[src/pdsl_regs.svh]
// offsets, field positions, reset values and sizes of the serial divider loader
`ifndef PDSL_REGS_SVH
`define PDSL_REGS_SVH

// ----------------------------------------------------------------
// register offsets (byte addresses)
// ----------------------------------------------------------------
`define PDSL_OFS_CTRL      8'h00
`define PDSL_OFS_REF       8'h04
`define PDSL_OFS_CNT       8'h08
`define PDSL_OFS_SHIFT     8'h0C

// ----------------------------------------------------------------
// field positions
// ----------------------------------------------------------------
`define PDSL_CTRL_DIV_EN   0
`define PDSL_CTRL_LOCK     1
`define PDSL_REF_MOD_BIT   16
`define PDSL_CNT_PROG_LSB  8
`define PDSL_SHIFT_CNT_LSB 16
`define PDSL_SHIFT_LD_LSB  24

// serial word layout: destination at bit 0, fields above it
`define PDSL_WORD_DEST     0
`define PDSL_REF_LSB       1
`define PDSL_REF_MSB       14
`define PDSL_MOD_POS       15
`define PDSL_SWAL_LSB      1
`define PDSL_SWAL_MSB      7
`define PDSL_PROG_LSB      8
`define PDSL_PROG_MSB      18

// ----------------------------------------------------------------
// sizes and reset values
// ----------------------------------------------------------------
`define PDSL_SR_W          19
`define PDSL_REF_W         14
`define PDSL_SWAL_W        7
`define PDSL_PROG_W        11
`define PDSL_PRE_W         8
`define PDSL_REF_RST       14'h0008
`define PDSL_PROG_RST      11'h003
`define PDSL_SWAL_RST      7'h00
`define PDSL_CTRL_RST      2'h1
// last prescaler count while swallowing: modulus plus one events per cycle
`define PDSL_MOD_HI        8'h40
`define PDSL_MOD_LO        8'h80

`endif

[src/pdsl_pkg.sv]
// types shared by the serial divider loader
`default_nettype none
package pdsl_pkg;

	// destination carried in bit 0 of each serial word
	typedef enum logic
	{
		PDSL_DEST_CNT = 1'b0,
		PDSL_DEST_REF = 1'b1
	} pdsl_dest_t;

	// dual-modulus prescaler choice
	typedef enum logic
	{
		PDSL_MOD_128 = 1'b0,
		PDSL_MOD_64  = 1'b1
	} pdsl_mod_t;

endpackage

`default_nettype wire

[src/pdsl_serial_load.sv]
// three-wire serial loader of the reference, programmable and swallow ratios
//
// The register offsets and register access over APB were chosen for this implementation.
`timescale 1ns/10ps
`default_nettype none
`include "pdsl_regs.svh"

// Overview of operation
// - Frequency setting comes only over serial clock, serial data and latch strobe.
// - Ratio data arrives serially into a shift register, one bit per clock.
// - Strobe copies shift register into the counter its word selects; here only while the lock bit of the control register is clear.
// - Bit 0 is destination: 1 means reference, 0 means program/swallow counters.
// - Reference word holds 14-bit reference ratio above bit 0, valid 8 to 16383.
// - Reference word top bit picks prescaler: 0 gives 128/129, 1 gives 64/65.
// - Counter word holds 7-bit swallow ratio just above bit 0, 0 to 127.
// - Counter word holds 11-bit programmable ratio at the top, 3 to 2047.
// - Output frequency equals (m*n + a) times source frequency over r.
// - Strobe rising after a counter word switches to the new ratio.
module pdsl_serial_load
	import pdsl_pkg::*;
(
	// clock and reset
	input  wire logic        pclk,
	input  wire logic        presetn,
	// apb slave
	input  wire logic [7:0]  paddr,
	input  wire logic        psel,
	input  wire logic        penable,
	input  wire logic        pwrite,
	input  wire logic [31:0] pwdata,
	output logic      [31:0] prdata,
	output logic             pready,
	output logic             pslverr,
	// serial pins from the host
	input  wire logic        host_serial_clock_pin,
	input  wire logic        host_serial_data_pin,
	input  wire logic        host_strobe_pin,
	// divider chain
	input  wire logic        vco_in,
	output logic             ref_pulse,
	output logic             fb_pulse,
	output logic             prescaler_modulus_select
);

	// pin synchronisers: stage 1 feeds stage 2 only, stage 3 is for edges
	logic [2:0]                  sclk_sync_ff;
	logic [1:0]                  sdat_sync_ff;
	logic [2:0]                  strb_sync_ff;
	logic [2:0]                  vco_sync_ff;
	logic                        sclk_rise;
	logic                        latch_strobe;
	logic                        vco_ce;

	// ------------------------------------------------------------
	// input synchronisers and edge detection
	// ------------------------------------------------------------
	always_ff @(posedge pclk or negedge presetn)
	begin
		if (!presetn)
		begin
			sclk_sync_ff <= '0;
			sdat_sync_ff <= '0;
			strb_sync_ff <= '0;
			vco_sync_ff  <= '0;
		end
		else
		begin
			sclk_sync_ff <= {sclk_sync_ff[1:0], host_serial_clock_pin};
			sdat_sync_ff <= {sdat_sync_ff[0], host_serial_data_pin};
			strb_sync_ff <= {strb_sync_ff[1:0], host_strobe_pin};
			vco_sync_ff  <= {vco_sync_ff[1:0], vco_in};
		end
	end

	// data and clock share the same delay, so data held by the host lines up
	assign sclk_rise    = sclk_sync_ff[1] & ~sclk_sync_ff[2];
	assign latch_strobe = strb_sync_ff[1] & ~strb_sync_ff[2];
	assign vco_ce       = vco_sync_ff[1] & ~vco_sync_ff[2];

	// ------------------------------------------------------------
	// shift register and ratio latches
	// ------------------------------------------------------------
	logic [`PDSL_SR_W-1:0]   sr_ff;
	logic [`PDSL_SR_W-1:0]   nxt_sr;
	logic [4:0]              bitcnt_ff;
	logic [4:0]              nxt_bitcnt;
	logic [7:0]              ldcnt_ff;
	logic [7:0]              nxt_ldcnt;
	logic [`PDSL_REF_W-1:0]  ref_ff;
	logic [`PDSL_REF_W-1:0]  nxt_ref;
	logic [`PDSL_PROG_W-1:0] prog_ff;
	logic [`PDSL_PROG_W-1:0] nxt_prog;
	logic [`PDSL_SWAL_W-1:0] swal_ff;
	logic [`PDSL_SWAL_W-1:0] nxt_swal;
	pdsl_mod_t               mod_ff;
	pdsl_mod_t               nxt_mod;
	logic [1:0]              ctrl_ff;
	logic [1:0]              nxt_ctrl;
	logic                    load_ok;

	assign load_ok = latch_strobe & ~ctrl_ff[`PDSL_CTRL_LOCK];

	// shift on clock rise, route the word on strobe rise
	always_comb
	begin
		nxt_sr     = sr_ff;
		nxt_bitcnt = bitcnt_ff;
		nxt_ldcnt  = ldcnt_ff;
		nxt_ref    = ref_ff;
		nxt_prog   = prog_ff;
		nxt_swal   = swal_ff;
		nxt_mod    = mod_ff;
		if (sclk_rise)
		begin
			nxt_sr = {sr_ff[`PDSL_SR_W-2:0], sdat_sync_ff[1]};
			if (bitcnt_ff != 5'h1F)
				nxt_bitcnt = bitcnt_ff + 5'h01;
		end
		if (load_ok)
		begin
			nxt_bitcnt = '0;
			nxt_ldcnt  = ldcnt_ff + 8'h01;
			if (pdsl_dest_t'(sr_ff[`PDSL_WORD_DEST]) == PDSL_DEST_REF)
			begin
				nxt_ref = sr_ff[`PDSL_REF_MSB:`PDSL_REF_LSB];
				nxt_mod = pdsl_mod_t'(sr_ff[`PDSL_MOD_POS]);
			end
			else
			begin
				nxt_swal = sr_ff[`PDSL_SWAL_MSB:`PDSL_SWAL_LSB];
				nxt_prog = sr_ff[`PDSL_PROG_MSB:`PDSL_PROG_LSB];
			end
		end
	end

	// loader registers
	always_ff @(posedge pclk or negedge presetn)
	begin
		if (!presetn)
		begin
			sr_ff     <= '0;
			bitcnt_ff <= '0;
			ldcnt_ff  <= '0;
			ref_ff    <= `PDSL_REF_RST;
			prog_ff   <= `PDSL_PROG_RST;
			swal_ff   <= `PDSL_SWAL_RST;
			mod_ff    <= PDSL_MOD_128;
		end
		else
		begin
			sr_ff     <= nxt_sr;
			bitcnt_ff <= nxt_bitcnt;
			ldcnt_ff  <= nxt_ldcnt;
			ref_ff    <= nxt_ref;
			prog_ff   <= nxt_prog;
			swal_ff   <= nxt_swal;
			mod_ff    <= nxt_mod;
		end
	end

	assign prescaler_modulus_select = mod_ff;

	// ------------------------------------------------------------
	// reference divider: pclk stands in for the source frequency
	// ------------------------------------------------------------
	logic [`PDSL_REF_W-1:0] rcnt_ff;
	logic [`PDSL_REF_W-1:0] nxt_rcnt;
	logic                   rpulse_ff;
	logic                   nxt_rpulse;

	// a ratio below 8 is outside the valid range; counter wraps at r, or at 16384 when r is 0
	always_comb
	begin
		nxt_rcnt   = '0;
		nxt_rpulse = 1'b0;
		if (ctrl_ff[`PDSL_CTRL_DIV_EN])
		begin
			if (rcnt_ff >= ref_ff - 14'h0001)
				nxt_rpulse = 1'b1;
			else
				nxt_rcnt = rcnt_ff + 14'h0001;
		end
	end

	// reference divider registers
	always_ff @(posedge pclk or negedge presetn)
	begin
		if (!presetn)
		begin
			rcnt_ff   <= '0;
			rpulse_ff <= 1'b0;
		end
		else
		begin
			rcnt_ff   <= nxt_rcnt;
			rpulse_ff <= nxt_rpulse;
		end
	end

	assign ref_pulse = rpulse_ff;

	// feedback divider on synchronised oscillator edges
	pdsl_swallow_div u_fb_div
	(
		.pclk          (pclk),
		.presetn       (presetn),
		.div_en        (ctrl_ff[`PDSL_CTRL_DIV_EN]),
		.vco_ce        (vco_ce),
		.modsel        (mod_ff),
		.prog_ratio    (prog_ff),
		.swallow_ratio (swal_ff),
		.fb_pulse      (fb_pulse)
	);

	// ------------------------------------------------------------
	// apb slave: zero wait states, read data captured in setup
	// ------------------------------------------------------------
	logic [31:0] rdata_ff;
	logic [31:0] nxt_rdata;
	logic        addr_hit;

	assign addr_hit = (paddr == `PDSL_OFS_CTRL) || (paddr == `PDSL_OFS_REF) ||
	                  (paddr == `PDSL_OFS_CNT)  || (paddr == `PDSL_OFS_SHIFT);
	assign pready   = 1'b1;
	assign pslverr  = psel & penable & ~addr_hit;

	// control write and read mux; writes to status words are ignored
	always_comb
	begin
		nxt_ctrl  = ctrl_ff;
		nxt_rdata = rdata_ff;
		if (psel & penable & pwrite & (paddr == `PDSL_OFS_CTRL))
			nxt_ctrl = pwdata[1:0];
		if (psel & ~penable)
		begin
			nxt_rdata = '0;
			unique case (paddr)
				`PDSL_OFS_CTRL:
					nxt_rdata[1:0] = ctrl_ff;
				`PDSL_OFS_REF:
				begin
					nxt_rdata[`PDSL_REF_W-1:0]  = ref_ff;
					nxt_rdata[`PDSL_REF_MOD_BIT] = mod_ff;
				end
				`PDSL_OFS_CNT:
				begin
					nxt_rdata[`PDSL_SWAL_W-1:0] = swal_ff;
					nxt_rdata[`PDSL_CNT_PROG_LSB +: `PDSL_PROG_W] = prog_ff;
				end
				`PDSL_OFS_SHIFT:
				begin
					nxt_rdata[`PDSL_SR_W-1:0] = sr_ff;
					nxt_rdata[`PDSL_SHIFT_CNT_LSB +: 5] = bitcnt_ff;
					nxt_rdata[`PDSL_SHIFT_LD_LSB +: 8]  = ldcnt_ff;
				end
				default:
					nxt_rdata = '0;
			endcase
		end
	end

	// bus registers
	always_ff @(posedge pclk or negedge presetn)
	begin
		if (!presetn)
		begin
			ctrl_ff  <= `PDSL_CTRL_RST;
			rdata_ff <= '0;
		end
		else
		begin
			ctrl_ff  <= nxt_ctrl;
			rdata_ff <= nxt_rdata;
		end
	end

	assign prdata = rdata_ff;

endmodule // pdsl_serial_load

`default_nettype wire

[src/pdsl_swallow_div.sv]
// pulse-swallow feedback divider: one output pulse per (m*n + a) input events
`timescale 1ns/10ps
`default_nettype none
`include "pdsl_regs.svh"

module pdsl_swallow_div
	import pdsl_pkg::*;
(
	// clock and reset
	input  wire logic                    pclk,
	input  wire logic                    presetn,
	// control
	input  wire logic                    div_en,
	input  wire logic                    vco_ce,
	input  wire pdsl_mod_t               modsel,
	input  wire logic [`PDSL_PROG_W-1:0] prog_ratio,
	input  wire logic [`PDSL_SWAL_W-1:0] swallow_ratio,
	// result
	output logic                         fb_pulse
);

	logic [`PDSL_PRE_W-1:0]  pcnt_ff;
	logic [`PDSL_PRE_W-1:0]  nxt_pcnt;
	logic [`PDSL_PROG_W-1:0] ncnt_ff;
	logic [`PDSL_PROG_W-1:0] nxt_ncnt;
	logic [`PDSL_SWAL_W-1:0] acnt_ff;
	logic [`PDSL_SWAL_W-1:0] nxt_acnt;
	logic                    fb_ff;
	logic                    nxt_fb;
	logic [`PDSL_PRE_W-1:0]  pre_last;
	logic                    swallowing;

	// ------------------------------------------------------------
	// prescaler, programmable and swallow counters
	// ------------------------------------------------------------
	// ratios are read live, so a freshly latched word takes effect at once
	always_comb
	begin
		swallowing = (acnt_ff < swallow_ratio);
		// m+1 while swallowing, m afterwards: total is m*n + a
		pre_last   = (modsel == PDSL_MOD_64) ? `PDSL_MOD_HI : `PDSL_MOD_LO;
		if (!swallowing)
			pre_last = pre_last - 8'h01;
		nxt_pcnt = pcnt_ff;
		nxt_ncnt = ncnt_ff;
		nxt_acnt = acnt_ff;
		nxt_fb   = 1'b0;
		if (!div_en)
		begin
			nxt_pcnt = '0;
			nxt_ncnt = '0;
			nxt_acnt = '0;
		end
		else if (vco_ce)
		begin
			if (pcnt_ff >= pre_last)
			begin
				nxt_pcnt = '0;
				if (swallowing)
					nxt_acnt = acnt_ff + 7'h01;
				if (ncnt_ff >= prog_ratio - 11'h001)
				begin
					// end of cycle relies on n > a from the host
					nxt_ncnt = '0;
					nxt_acnt = '0;
					nxt_fb   = 1'b1;
				end
				else
					nxt_ncnt = ncnt_ff + 11'h001;
			end
			else
				nxt_pcnt = pcnt_ff + 8'h01;
		end
	end

	// counter registers
	always_ff @(posedge pclk or negedge presetn)
	begin
		if (!presetn)
		begin
			pcnt_ff <= '0;
			ncnt_ff <= '0;
			acnt_ff <= '0;
			fb_ff   <= 1'b0;
		end
		else
		begin
			pcnt_ff <= nxt_pcnt;
			ncnt_ff <= nxt_ncnt;
			acnt_ff <= nxt_acnt;
			fb_ff   <= nxt_fb;
		end
	end

	assign fb_pulse = fb_ff;

endmodule // pdsl_swallow_div

`default_nettype wire

[config.mk]
export PLATFORM = sky130hd
export DESIGN_NAME = pdsl_serial_load
export DESIGN_NICKNAME = d
export VERILOG_FILES = /design/src/pdsl_pkg.sv /design/src/pdsl_serial_load.sv /design/src/pdsl_swallow_div.sv
export VERILOG_INCLUDE_DIRS = /design/src
export SDC_FILE = /design/constraint.sdc
export NUM_CORES = 1
export LEC_CHECK = 0
export BUFFER_PORTS_ARGS = -buffer_cell sky130_fd_sc_hd__buf_2
export CORE_MARGIN = 2
export CORE_UTILIZATION = 40
export CTS_BUF_LIST = sky130_fd_sc_hd__clkbuf_4
export CTS_CLUSTER_DIAMETER = 120
export DETAILED_ROUTE_END_ITERATION = 6
export MAX_ROUTING_LAYER = met4
export SETUP_SLACK_MARGIN = 0.3
export SYNTH_ARGS = -nofsm -noshare
export SYNTH_HDL_FRONTEND = slang
export SYNTH_SLANG_ARGS = --single-unit
[constraint.sdc]
create_clock -name pclk -period 3.2 [get_ports pclk]
set_input_delay 0.48 -clock pclk [delete_from_list [all_inputs] [get_ports pclk]]
set_output_delay 0.48 -clock pclk [all_outputs]
set_load 0.03 [all_outputs]
=== Yosys cells after proc, flatten, opt, wreduce, memory -nomap -nowiden ===
Index checks and enable logic that the tools add are counted.

* Register bits: 149
* Output and inout bits: 37
* Word-level logic and storage cells: 100

* Add/subtract/negate cells: 9
* $lt $le $gt $ge: 4
* Eq/ne operators: 7
* Muxes and demuxes: 34
* Bitwise operators: 16
* Reductions and logical operators: 11

{| class="wikitable"
|+ Operator list
! cell !! number
|-
| 2-to-1 mux 8 bit || 6
|-
| 2-to-1 mux 11 bit || 4
|-
| 2-to-1 mux 7 bit || 5
|-
| 2-to-1 mux 14 bit || 2
|-
| one-hot mux 6 bit (3 select lines) || 1
|-
| adder 8 x 1 -> 8 bit (second input constant) || 2
|-
| equality test 8 x 4 -> 1 bit (second input constant) || 2
|-
| 2-to-1 mux 5 bit || 3
|-
| one-hot mux 5 bit (3 select lines) || 1
|-
| adder 14 x 1 -> 14 bit (second input constant) || 1
|-
| >= comparator 14 bit || 1
|-
| subtractor 14 x 1 -> 14 bit (second input constant) || 1
|-
| adder 11 x 1 -> 11 bit (second input constant) || 1
|-
| >= comparator 11 bit || 1
|-
| subtractor 11 x 1 -> 11 bit (second input constant) || 1
|-
| bitwise AND 1 bit || 9
|-
| equality test 8 x 3 -> 1 bit (second input constant) || 1
|-
| >= comparator 8 bit || 1
|-
| logical NOT 8 bit || 1
|-
| one-hot mux 2 bit (2 select lines) || 2
|-
| one-hot mux 2 bit (4 select lines) || 1
|-
| AND reduction 2 bit || 4
|-
| subtractor 8 x 1 -> 8 bit (second input constant) || 1
|-
| adder 7 x 1 -> 7 bit (second input constant) || 1
|-
| 13 further kinds || 28
|}

=== Depth between registers and ports, before layout ===
Gate-level depths: netlist (run 1).

* Depth after elaboration: 7
* Mapped depth: 15

=== Modules after synthesis ===
Synthesis (run 1) repeated with hierarchy kept, for this count alone.

* Cells, all modules: 703
* Area total of the unflattened synthesis: 7825.0 um2

{| class="wikitable"
|+ By module, submodules not included
! module !! times used !! cells each !! area each (um2) !! sequential area each (um2)
|-
| pdsl_serial_load || 1 || 454 || 5602.9 || 3057.9
|-
| pdsl_swallow_div || 1 || 249 || 2222.1 || 675.6
|}

=== Least setup slack after synthesis (run 1) ===
Ideal clock, no wire load.

* Path type: flip-flop to flip-flop
* Start: register u_fb_div.acnt_ff[6]
* End: register u_fb_div.ncnt_ff[9]
* Setup time: 0.122 ns
* Arrival time: 2.948 ns
* Data required time: 3.078 ns
* Path slack: 0.130 ns
* Stages on the path, launching flop included: 15
* Path buffers: 1
* Cells stage by stage: dfrtp_1 > ha_1 > nand4_1 > and3_1 > o21ai_1 > inv_1 > ha_1 > inv_1 > ha_1 > nand4_1 > o311a_2 > nand2b_1 > buf_4 > a21o_1 > a32o_1

* Cells in the longest elaborated chain, start to end: 5

{| class="wikitable"
|+ Ends and longest elaborated chain
! item !! RTL line !! source
|-
| start, declared || pdsl_swallow_div.sv:26 || <nowiki>logic [`PDSL_SWAL_W-1:0] acnt_ff;</nowiki>
|-
| start signal, assigned || pdsl_swallow_div.sv:90 || <nowiki>acnt_ff <= nxt_acnt;</nowiki>
|-
| less-than comparator 7 bit || pdsl_swallow_div.sv:39 || <nowiki>swallowing = (acnt_ff < swallow_ratio);</nowiki>
|-
| 2-to-1 mux 8 bit || pdsl_swallow_div.sv:42 || <nowiki>if (!swallowing)</nowiki>
|-
| >= comparator 8 bit || pdsl_swallow_div.sv:56 || <nowiki>if (pcnt_ff >= pre_last)</nowiki>
|-
| inequality test 2 x 1 -> 1 bit (no source line) || -- ||
|-
| AND reduction 2 bit (no source line) || -- ||
|-
| end signal, assigned || pdsl_swallow_div.sv:89 || <nowiki>ncnt_ff <= nxt_ncnt;</nowiki>
|-
| end, declared || pdsl_swallow_div.sv:24 || <nowiki>logic [`PDSL_PROG_W-1:0] ncnt_ff;</nowiki>
|}

Every way passes these cells.
A chain may end at the register's enable or synchronous reset.

=== Final worst setup path (run 1) ===
* Start: register u_fb_div.acnt_ff[6]
* End: register u_fb_div.ncnt_ff[7]

The elaborated chain is that of the path after synthesis.

==> out/metrics.csv, run 1 <==
metric;value;unit
status;finished, final reports clean;
drt via density;5.190;
clk_lat worst skew;0.57;ns
Root Driver;clkbuf_4;
multiplexer area fraction after synthesis;7.865;%
CTS tree;done;
max cap viols;0;
Starting Density;41.06;%
CTS clk-pin slew, worst paths;0.13;ns
number of setup violations in the final report;0;
CP cell instances;ha_4 -> nand3_1 -> and3_1 -> o21ai_2 -> inv_2 -> ha_4 -> inv_4 -> ha_4 -> nand4_1 -> o311a_4 -> nand2b_4 -> a21o_1 -> a32o_1;
Synth Area in Adders;7.930;%
WP buf/inv;2;
first-pass GRT wire length;29360;um
worst vdd ir;0.0002781;V
Num Clock Sinks;149;
PD cells;627.7;nW/um^2
Reg-to-Reg Start;u_fb_div.acnt_ff[6]$_DFFE_PN0P_;
share of cells above drive strength 1;26.68;%
Critical Path End Type;flip-flop;
Max clock buf depth;2;
final worst slack;0.2199;ns
maximum fanout along the worst path;6;
leakage power;4.128;nW
worst r2r dst;u_fb_div.ncnt_ff[7]$_DFFE_PN0P_;
All-Layer GR Usage;18.75;%
# fillers;1748;
IO Port Bufs;51;
Synth Instances;744;
initial antenna violation count;0;
CP top delay family;compound AO/OA/AOI/OAI gates;
fraction of registers with async set/reset;100.0;%
Startpoint Class;flip-flop;
post-DR wirelength/cell;15.99;um
Nets;917;
core area;18830;sq um
Hold Startpoint;pwdata[1];
sequential share of the synthesized area;48.29;%
# rows;50;
Post-Synth Simple-Gate Area;16.01;%
Final Util;48.39;%
main combinational cell family by area after synthesis;simple AND/OR/NAND/NOR gates;
skew final;0.03008;ns
yosys warns;0;
max_slew headroom;46.18;%
post-route ant nets;0;
crit path DAT;3.42;ns
n_diodes;0;
non-filler cells, final;1092;
Worst path max stage delay;0.44;ns
layout overhead on the synthesized area;17.85;%
Final period util;93.13;%
hold endpoint;ctrl_ff[1]$_DFFE_PN0P_;
EDFF count, synth;0;
required time worst endpoint;3.64;ns
DP Cell Count;1034;
Crit Path Class;reg2reg;
1st-iter DRT viols;265;
CP max stage cell;dfrtp_1;
cell repeated most along the worst path;ha_4;
top cells by area, synth;dfrtp_1 47%, ha_1 7.9%, mux2_2 7.3%;
largest net degree at the start of global routing;78;
storage element area;3736;sq um
dpl hpwl;12090;um
via count;5667;
Remaining Overflow, GRT;0;
Die H;143.0;um
num ports;86;
total routed wirelength;17460;um
hold path depth;2;
worst r2r path cells;13;
RePlAce Congestion;0.7778;
Hold/Removal Path Class;in2reg;
RSZ-0062 raised after global routing;yes;
Setup TNS;0;ns
Unique masters post-synth;53;
mean post-synth cell area;10.39;sq um
Synth area leader;dfrtp_1;
Fmax;335.6;MHz
final hold viol count;0;
flops & latches, synth;149;
Final Critical Period;2.980;ns
Die Footprint;20460;sq um
synthesized area;7731;sq um
DIE WIDTH;143.0;um
vias in the first global route;5870;
worst slew pin tran;0.8073;ns
reg-to-reg slack, setup;0.22;ns
Synth top area share;46.93;%
Residual DRC;0;
Multi-input gate area;4056;sq um
fin. max-slew vios;0;
Main synth FF type;dfrtp_1;
DRT Pass-1 Iters;5;
H-tree depth;4;
dpl ws;0.02975;ns
CTS Buf Count;17;
xor/xnor share of the synthesized area;5.438;%
Compound-Gate Fraction of Synth Area;11.26;%
## cell usage after synthesis, drive strengths merged, types with 5 or more instances
master  number
a21o         9
xnor2       22
nor2        48
inv         20
a21boi       8
o21a         7
nand2b       8
a22oi       16
a32o         9
xor2        26
nor4         6
nand3       26
dfrtp      145
and3        15
nand4       12
and2         8
ha          49
o21ai       63
nand3b       5
nand2       90
mux2        50
buf         14
clkbuf      22
a21oi       15
## what timing repair did
action,4_1_cts,5_1_grt
resized for setup,24,27
setup buffers,14,4
endpoints found under the hold margin,78,0
hold buffers,5,0
gates cloned,3,0
setup endpoints to repair,40,41
pin swaps,18,6
## worst max-delay path by stage
| stage | from | end | slack (ns) | cells past startpoint |
|---|---|---|---|---|
| after floorplan | u_fb_div.acnt_ff[2]$_DFFE_PN0P_ | u_fb_div.ncnt_ff[9]$_DFFE_PN0P_ | 0.30 | 14 |
| after global placement | u_fb_div.acnt_ff[2]$_DFFE_PN0P_ | u_fb_div.ncnt_ff[6]$_DFFE_PN0P_ | 0.11 | 13 |
| after CTS | u_fb_div.acnt_ff[2]$_DFFE_PN0P_ | u_fb_div.acnt_ff[1]$_DFFE_PN0P_ | 0.25 | 13 |
| after detailed placement | ref_ff[3]$_DFFE_PN1P_ | rcnt_ff[10]$_DFF_PN0_ | 0.03 | 12 |
| after global routing | ref_ff[5]$_DFFE_PN0P_ | rcnt_ff[12]$_DFF_PN0_ | 0.02 | 12 |
| final | u_fb_div.acnt_ff[6]$_DFFE_PN0P_ | u_fb_div.ncnt_ff[7]$_DFFE_PN0P_ | 0.22 | 13 |
## sequential cells by signal, indices dropped and copies added (netlist names), 5 cells and up
register          count
rcnt_ff              14
sr_ff                19
prog_ff              11
u_fb_div.ncnt_ff     11
ref_ff               14
prdata               29
u_fb_div.acnt_ff      7
u_fb_div.pcnt_ff      8
ldcnt_ff              8
bitcnt_ff             5
swal_ff               7
## stage by stage
stage / total power (W) / instance area, sq um / hold slack [ns]
5_1_grt: 0.006137 / 9111 / 0.1228
3_3_place_gp: 0.004135 / 8378 / 0.3319
2_1_floorplan: 0.003748 / 7853 / 0.1844
6_report: 0.005720 / 9111 / 0.1573
4_1_cts: 0.005700 / 8985 / 0.1175
3_5_place_dp: 0.004225 / 8378 / 0.3347
## metal layers
metal / wire [um] / global-route usage, % / share of wire, % / vias to the layer above
li1: - / - / - / 2770
met1: 8267 / 24.18 / 47 / 2794
met2: 8360 / 29.82 / 48 / 82
met3: 518 / 3.924 / 3.0 / 21
met4: 316 / 5.784 / 1.8 / 0
met5: 0 / - / 0 / -
## cells by family (layout without fill, tap and decap cells)
family          after synthesis  count (layout)
compound gates              138             138
xor+xnor                     48              48
fa+ha+maj                    49              49
buf+inv                      56             140
flops                       149             149
mux                          52              52
other cells                   2               4
simple gates                250             252
## placed cells by master, fill, tap and decap left out, drive strengths merged, types with 8 or more instances in the layout
cell      n
buf      83
a22oi    16
and2      8
nor2     49
nand3    26
xor2     26
ha       49
nand4    12
dfrtp   145
nand2    90
mux2     50
xnor2    22
a21o      9
a21oi    15
inv      26
nand2b    9
a21boi    8
a32o      9
and3     15
clkbuf   17
o21ai    63
## power by group
| group | total, W | internal (W) | switching, W | leakage, nW |
|---|---|---|---|---|
| registers | 0.00256 | 0.00219 | 0.000372 | 1.98 |
| logic | 0.00184 | 0.000923 | 0.000915 | 1.98 |
| clock network | 0.00132 | 0.000564 | 0.000759 | 0.170 |
## worst reg2reg max path, delay by kind of cell, from the launching register on
family                   cells  cell delay, ns
adder cells (fa/ha/maj)      3            0.84
AND/OR/NAND/NOR              4            0.57
flip-flops                   1            0.44
AO/OA/AOI/OAI                4            0.88
buffers and inverters        2            0.15
## cell type report
class,instances,share of cell area [%]
inverters,20,0.8514
flip-flops and latches,149,41.01
repair buffers,88,6.537
clock inverters,15,2.115
multi-input cells,543,44.52
well taps,260,3.570
clock buffers,17,1.401
Power figures use the tool's default switching activity.
==> inputs of run 2 (changes only) <==
==> constraint.sdc (replaced) <==
create_clock -name pclk -period 2.5 [get_ports pclk]
set_input_delay 0.375 -clock pclk [delete_from_list [all_inputs] [get_ports pclk]]
set_output_delay 0.375 -clock pclk [all_outputs]
set_load 0.03 [all_outputs]
==> run 2 against run 1 <==
Against the previous run: the flow now finishes with violations (setup timing); clock power up 33%; register-to-register slack got worse by 0.65 ns; critical path depth unchanged; clock-buffer cell count rose by 1; die area stayed put; wire length up 5.0%; critical endpoint unchanged; highest routed layer unchanged.
==> out/metrics.csv, run 2 (same netlist as run 1, synthesis figures left out) <==
metric;value;unit;change
Worst path max stage delay;0.44;ns;about the same
Nets;974;;+6.2%
Final Critical Period;2.931;ns;-0.04908 ns
Final period util;117.2;%;+24 points
Die Footprint;20460;sq um;unchanged
core area;18830;sq um;unchanged
worst slew pin tran;0.6700;ns;-0.1373 ns
largest net degree at the start of global routing;57;;-27%
DRT Pass-1 Iters;5;;unchanged
final worst slack;-0.4310;ns;-0.6509 ns
total routed wirelength;18330;um;+5.0%
CP top delay family;compound AO/OA/AOI/OAI gates;;
max FFs per register;29;;unchanged
# fillers;1655;;-5.3%
maximum fanout along the worst path;6;;unchanged
via count;6014;;+6.1%
cell repeated most along the worst path;ha_4;;
most frequent cells in the layout;145 x dfrtp_1, 86 x nand2_1, 75 x buf_4;;
Die H;143.0;um;unchanged
RSZ-0062 raised after global routing;yes;;
combinational share of power;37.7;%;+5.6 points
storage element area;3734;sq um;about the same
fin. max-slew vios;0;;unchanged
Critical Path End Type;flip-flop;;
Crit Path Class;reg2reg;;
1st-iter DRT viols;265;;unchanged
dpl ws;-0.4281;ns;-0.4579 ns
post-route ant nets;0;;unchanged
Remaining Overflow, GRT;0;;unchanged
CP cell instances;ha_4 -> a21o_1 -> a31oi_2 -> o21ai_2 -> inv_2 -> ha_4 -> inv_4 -> ha_4 -> nand4_1 -> o311a_4 -> nand2b_4 -> a21o_1 -> a32o_1;;
Hold/Removal Path Class;in2reg;;
Multi-input gate area;4187;sq um;+3.2%
status;finished, violations left;;
CTS clk-pin slew, worst paths;0.14;ns;about the same
Internal Pwr Total;0.005133;W;+40%
Reg-to-Reg Start;u_fb_div.acnt_ff[2]$_DFFE_PN0P_;;
n_diodes;0;;unchanged
skew final;0.02049;ns;-0.009587 ns
# rows;50;;unchanged
leading cell type in the layout, fill and taps excluded;dfrtp_1;;
vias in the first global route;6209;;+5.8%
worst r2r path cells;13;;unchanged
Max clock buf depth;2;;unchanged
leakage power;4.449;nW;+7.8%
required time worst endpoint;2.94;ns;-0.70 ns
Fmax;341.2;MHz;+1.7%
Residual DRC;0;;unchanged
Setup crit start;u_fb_div.acnt_ff[2]$_DFFE_PN0P_;;
layout overhead on the synthesized area;25.30;%;
worst r2r dst;u_fb_div.ncnt_ff[7]$_DFFE_PN0P_;;
Hold Startpoint;pwdata[1];;
crit path to;u_fb_div.ncnt_ff[7]$_DFFE_PN0P_;;
initial antenna violation count;0;;unchanged
crit path DAT;3.37;ns;-0.05 ns
first-pass GRT wire length;30110;um;+2.6%
CTS tree;done;;
max cap viols;0;;unchanged
Starting Density;41.06;%;unchanged
DIE WIDTH;143.0;um;unchanged
Root Driver;clkbuf_4;;
H-tree depth;4;;unchanged
CP max stage cell;dfrtp_1;;
WP depth;13;;unchanged
RePlAce Congestion;0.8726;;+12%
drt via density;5.234;;+0.86%
post-DR wirelength/cell;15.95;um;-0.24%
All-Layer GR Usage;19.16;%;+0.41 points
share of cells above drive strength 1;32.85;%;+6.2 points
WP buf/inv;2;;unchanged
num ports;86;;unchanged
Net Sw Frac;34.91;%;-0.84 points
dpl hpwl;13060;um;+8.0%
final hold viol count;0;;unchanged
CTS Buf Count;17;;unchanged
worst vdd ir;0.0003823;V;+37%
max_slew headroom;55.24;%;+9.1 points
clk_lat worst skew;0.56;ns;about the same
failing checks;setup timing;;
reg-to-reg slack, setup;-0.43;ns;-0.65 ns
Final Util;51.44;%;+3.1 points
PD cells;814.2;nW/um^2;+30%
Startpoint Class;flip-flop;;
IO Port Bufs;51;;unchanged
Flop pwr share;40.1;%;-4.6 points
number of setup violations in the final report;42;;+42
net switching power;0.002754;W;+35%
Num Clock Sinks;149;;unchanged
clock power share;22.2;%;-0.9 points
-- run 2: power by group through the flow --
stage | combinational (W) | clock, W | sequential [W]
2_1_floorplan | 0.00165 | 0 | 0.00317
3_3_place_gp | 0.00258 | 0 | 0.00317
3_5_place_dp | 0.00269 | 0 | 0.00318
4_1_cts | 0.00285 | 0.00180 | 0.00314
5_1_grt | 0.00331 | 0.00188 | 0.00323
6_report | 0.00297 | 0.00175 | 0.00317
-- run 2: layout make-up --
| type | instances | share of cell area [%] |
|---|---|---|
| Multi-Input combinational cell | 544 | 43.22 |
| Sequential cell | 149 | 38.54 |
| Timing Repair Buffer | 144 | 10.63 |
| Tap cell | 260 | 3.358 |
| Clock inverter | 14 | 2.054 |
| Clock buffer | 18 | 1.395 |
| Inverter | 20 | 0.8008 |
-- run 2: worst register-to-register path: cells and delay by family (launching register included) --
| family | cells | cell delay [ns] |
|---|---|---|
| AO/OA/AOI/OAI | 6 | 1.15 |
| adder cells (fa/ha/maj) | 3 | 0.80 |
| flip-flops | 1 | 0.44 |
| AND/OR/NAND/NOR | 2 | 0.32 |
| buffers and inverters | 2 | 0.11 |
-- run 2: how the worst min path moves through the flow --
stage / to / slack, ns / cells after the start
finish: ctrl_ff[1]$_DFFE_PN0P_ / 0.05 / 2
global route: ctrl_ff[0]$_DFFE_PN1P_ / 0.01 / 2
CTS: ctrl_ff[1]$_DFFE_PN0P_ / 0.003 / 2
detailed placement: vco_sync_ff[1]$_DFF_PN0_ / 0.34 / 0
global placement: sdat_sync_ff[1]$_DFF_PN0_ / 0.33 / 0
floorplan: bitcnt_ff[0]$_DFFE_PN0P_ / 0.08 / 0
-- run 2: per-stage QoR --
stage               instances  hold slack [ns]  setup TNS (ns)  cell area (sq um)  power, W
floorplan                 746          0.07941          -10.92               7879  0.004817
global placement         1096           0.3343          -12.86               8865  0.005747
detailed placement       1096           0.3427          -14.98               8865  0.005875
CTS                      1141         0.003473          -13.32               9459  0.007794
global route             1149          0.01099          -20.00               9687  0.008418
finish                   1149          0.05287          -13.99               9687  0.007887
-- run 2: timing repair --
item,in CTS,in global routing
gates resized for setup,35,45
cloned,3,0
pin swaps,31,17
setup endpoints to repair,42,42
endpoints found under the hold margin,56,0
hold buffers,5,0
buffers inserted,5,8
-- run 2: layer usage --
layer | global-route usage (%) | routed length (um) | vias up
li1 | - | - | 2898
met1 | 24.38 | 8444 | 2981
met2 | 31.28 | 9123 | 106
met3 | 3.320 | 486 | 29
met4 | 6.045 | 276 | 0
met5 | - | 0 | -
==> inputs of run 3 (changes only) <==
--- a/config.mk
+++ b/config.mk
@@ -16,4 +16,5 @@
 export SETUP_SLACK_MARGIN = 0.3
 export SYNTH_ARGS = -nofsm -noshare
 export SYNTH_HDL_FRONTEND = slang
+export SYNTH_HIERARCHICAL = 1
 export SYNTH_SLANG_ARGS = --single-unit
==> run 3 against run 2 <==
Against the previous run: the flow still finishes with violations (setup timing); wire length shrank 3.6%; area after synthesis is 1.2% higher; highest routed layer unchanged; hold slack gained 0.054 ns.
==> out/metrics.csv, run 3 <==
metric;value;unit;change
Final Critical Period;2.991;ns;+0.05957 ns
clock power share;20.0;%;-2.2 points
top cells by area, synth;dfrtp_1 46%, mux2_2 9.2%, ha_1 7.8%;;
most common cell in the netlist;dfrtp_1;;
Critical Path End Type;flip-flop;;
CP top delay family;compound AO/OA/AOI/OAI gates;;
Synth Instances;703;;-5.5%
Crit Path Class;reg2reg;;
largest net degree at the start of global routing;62;;+8.8%
status;finished, violations left;;
final worst slack;-0.4906;ns;-0.05957 ns
Fmax;334.4;MHz;-2.0%
Setup TNS;-11.52;ns;+2.471 ns
max FFs per register;29;;unchanged
combinational share of power;38.8;%;+1.1 points
storage element area;3734;sq um;unchanged
Worst path max stage delay;0.44;ns;about the same
CTS Buf Count;17;;unchanged
yosys warns;6;;+6
Hold/Removal Path Class;in2reg;;
H-tree depth;4;;unchanged
flops & latches, synth;149;;unchanged
Remaining Overflow, GRT;0;;unchanged
num ports;86;;unchanged
WP buf/inv;3;;+1
layout overhead on the synthesized area;25.76;%;
placed inst area;9024;sq um;+1.8%
dpl hpwl;12830;um;-1.8%
# fillers;1718;;+3.8%
Num Clock Sinks;149;;unchanged
sequential share of the synthesized area;47.71;%;-0.58 points
vias in the first global route;6136;;-1.2%
required time worst endpoint;2.94;ns;about the same
number of setup violations in the final report;41;;-2.4%
Synth area leader;dfrtp_1;;
CTS tree;done;;
PD cells;786.7;nW/um^2;-3.4%
met3 WL;622;um;+28%
Root Driver;clkbuf_4;;
CP cell instances;ha_4 -> nand4_1 -> and3_1 -> o21ai_2 -> inv_2 -> ha_4 -> inv_2 -> ha_4 -> a21o_1 -> a21oi_2 -> a31o_4 -> nor2_4 -> buf_6 -> o21ai_0 -> a22o_1;;
leading cell type in the layout, fill and taps excluded;dfrtp_1;;
post-route ant nets;0;;unchanged
commonest cells in the netlist;145 x dfrtp_1, 64 x mux2_2, 51 x nand2_1, 49 x ha_1, 40 x nor2_1;;
DIE WIDTH;143.9;um;+0.59%
Startpoint Class;flip-flop;;
maximum fanout along the worst path;6;;unchanged
Flop pwr share;41.2;%;+1.1 points
Multi-input gate area;4249;sq um;+1.5%
RePlAce Congestion;0.8525;;-2.3%
fin area;9841;sq um;+1.6%
share of cells above drive strength 1;37.21;%;+4.4 points
Final period util;119.6;%;+2.4 points
cell repeated most along the worst path;ha_4;;
leakage power;4.519;nW;+1.6%
DRT Pass-1 Iters;4;;-1
Starting Density;40.47;%;-0.59 points
first-pass GRT wire length;30120;um;about the same
1st-iter DRT viols;313;;+18%
met1 wire length;7932;um;-6.1%
Max clock buf depth;2;;unchanged
hold path depth;4;;+2
All-Layer GR Usage;18.84;%;-0.31 points
CP max stage cell;dfrtp_1;;
clk_lat worst skew;0.56;ns;about the same
net switching power;0.002812;W;+2.1%
worst slew pin tran;0.6973;ns;+0.02730 ns
synthesized area;7825;sq um;+1.2%
Unique masters post-synth;66;;+25%
Die H;143.9;um;+0.59%
Main synth FF type;dfrtp_1;;
n_diodes;0;;unchanged
Internal Pwr Total;0.004929;W;-4.0%
total routed wirelength;17670;um;-3.6%
via count;5856;;-2.6%
drt via density;5.205;;-0.55%
Nets;945;;-3.0%
max_slew headroom;53.51;%;-1.7 points
final hold viol count;0;;unchanged
worst r2r path cells;15;;+2
Synth top area share;46.37;%;-0.56 points
max cap viols;0;;unchanged
fraction of registers with async set/reset;100.0;%;unchanged
core area;19330;sq um;+2.7%
fin. max-slew vios;0;;unchanged
Residual DRC;0;;unchanged
failing checks;setup timing;;
EDFF count, synth;0;;unchanged
mean post-synth cell area;11.13;sq um;+7.1%
initial antenna violation count;0;;unchanged
Die Footprint;20700;sq um;+1.2%
skew final;0.02076;ns;+0.0002684 ns
RSZ-0062 raised after global routing;yes;;
worst vdd ir;0.0003849;V;+0.68%
met2 routed WL;8848;um;-3.0%
# rows;51;;+2.0%
post-DR wirelength/cell;15.71;um;-1.5%
Net Sw Frac;36.32;%;+1.4 points
IO Port Bufs;51;;unchanged
crit path DAT;3.43;ns;+0.06 ns
top layer in use;met4;;
WP depth;15;;+2
most frequent cells in the layout;145 x dfrtp_1, 79 x buf_4, 63 x mux2_2;;
CTS clk-pin slew, worst paths;0.14;ns;about the same
dpl ws;-0.5114;ns;-0.08327 ns
==> run 3: layout make-up <==
cell class	count	share of cell area, %
Multi-Input combinational cell	500	43.18
Clock inverter	15	1.653
Inverter	28	1.208
Tap cell	265	3.369
Sequential cell	149	37.94
Clock buffer	17	1.297
Timing Repair Buffer	151	11.35
==> run 3: power groups by stage <==
stage / sequential (W) / clock [W] / combinational (W)
2_1_floorplan: 0.00319 / 0 / 0.00165
3_3_place_gp: 0.00320 / 0 / 0.00254
3_5_place_dp: 0.00322 / 0 / 0.00264
4_1_cts: 0.00318 / 0.00160 / 0.00298
5_1_grt: 0.00326 / 0.00171 / 0.00334
6_report: 0.00319 / 0.00155 / 0.00301
==> run 3: cell families (layout without fill, tap and decap cells) <==
| kind of cell | count (synthesis) | count (layout) | synth area share (%) |
|---|---|---|---|
| simple gates | 213 | 213 | 14.31 |
| flops | 149 | 149 | 47.71 |
| compound gates | 112 | 113 | 10.57 |
| mux | 75 | 75 | 10.97 |
| buf+inv | 57 | 211 | 3.358 |
| fa+ha+maj | 49 | 49 | 7.835 |
| xor+xnor | 46 | 46 | 5.149 |
| other cells | 2 | 4 | 0.09597 |
==> run 3: path summary, 6_finish.rpt <==
path                                                  from                         endpoint  slack (ns)
min in group asynchronous                          presetn             rcnt_ff[4]$_DFF_PN0_        0.33
min                                               paddr[0]            prdata[1]$_DFFE_PN0P_        0.11
max in group asynchronous                          presetn           ctrl_ff[0]$_DFFE_PN1P_        1.34
max                        u_fb_div/acnt_ff[5]$_DFFE_PN0P_  u_fb_div/acnt_ff[3]$_DFFE_PN0P_       -0.49
min reg2reg                       vco_sync_ff[0]$_DFF_PN0_         vco_sync_ff[1]$_DFF_PN0_        0.37
max reg2reg                u_fb_div/acnt_ff[5]$_DFFE_PN0P_  u_fb_div/acnt_ff[3]$_DFFE_PN0P_       -0.49
==> run 3: worst register-to-register path, cell delays in order, from the launching register on <==
cell and delay, ns:
dfrtp_1 0.44, ha_4 0.29, nand4_1 0.10, and3_1 0.20, o21ai_2 0.09, inv_2 0.08, ha_4 0.26, inv_2 0.04
ha_4 0.26, a21o_1 0.12, a21oi_2 0.08, a31o_4 0.25, nor2_4 0.18, buf_6 0.14, o21ai_0 0.10, a22o_1 0.23
==> run 3: through the flow <==
stage | hold WS, ns | total power [W] | cells | util, %
after global routing | 0.06017 | 0.008309 | 1125 | 50.90
after global placement | 0.3328 | 0.005745 | 1071 | 46.67
after CTS | 0.001810 | 0.007755 | 1123 | 50.59
after detailed placement | 0.3394 | 0.005859 | 1071 | 46.67
final | 0.1064 | 0.007742 | 1125 | 50.90
after floorplan | 0.07941 | 0.004842 | 705 | -
==> run 3: timing repair <==
item                                    4_1_cts  5_1_grt
pin swaps                                    29        8
gates cloned                                  1        0
endpoints found under the setup margin       42       42
hold buffers                                  6        1
resized for setup                            50        9
buffers inserted                             13        1
hold endpoints to repair                     60        1
==> run 3: per-layer routing <==
layer  GRT usage, %  up-vias
met5              -        -
met4          5.418        0
met3          3.932       22
met2          31.68      111
met1          22.97     2896
li1               -     2827
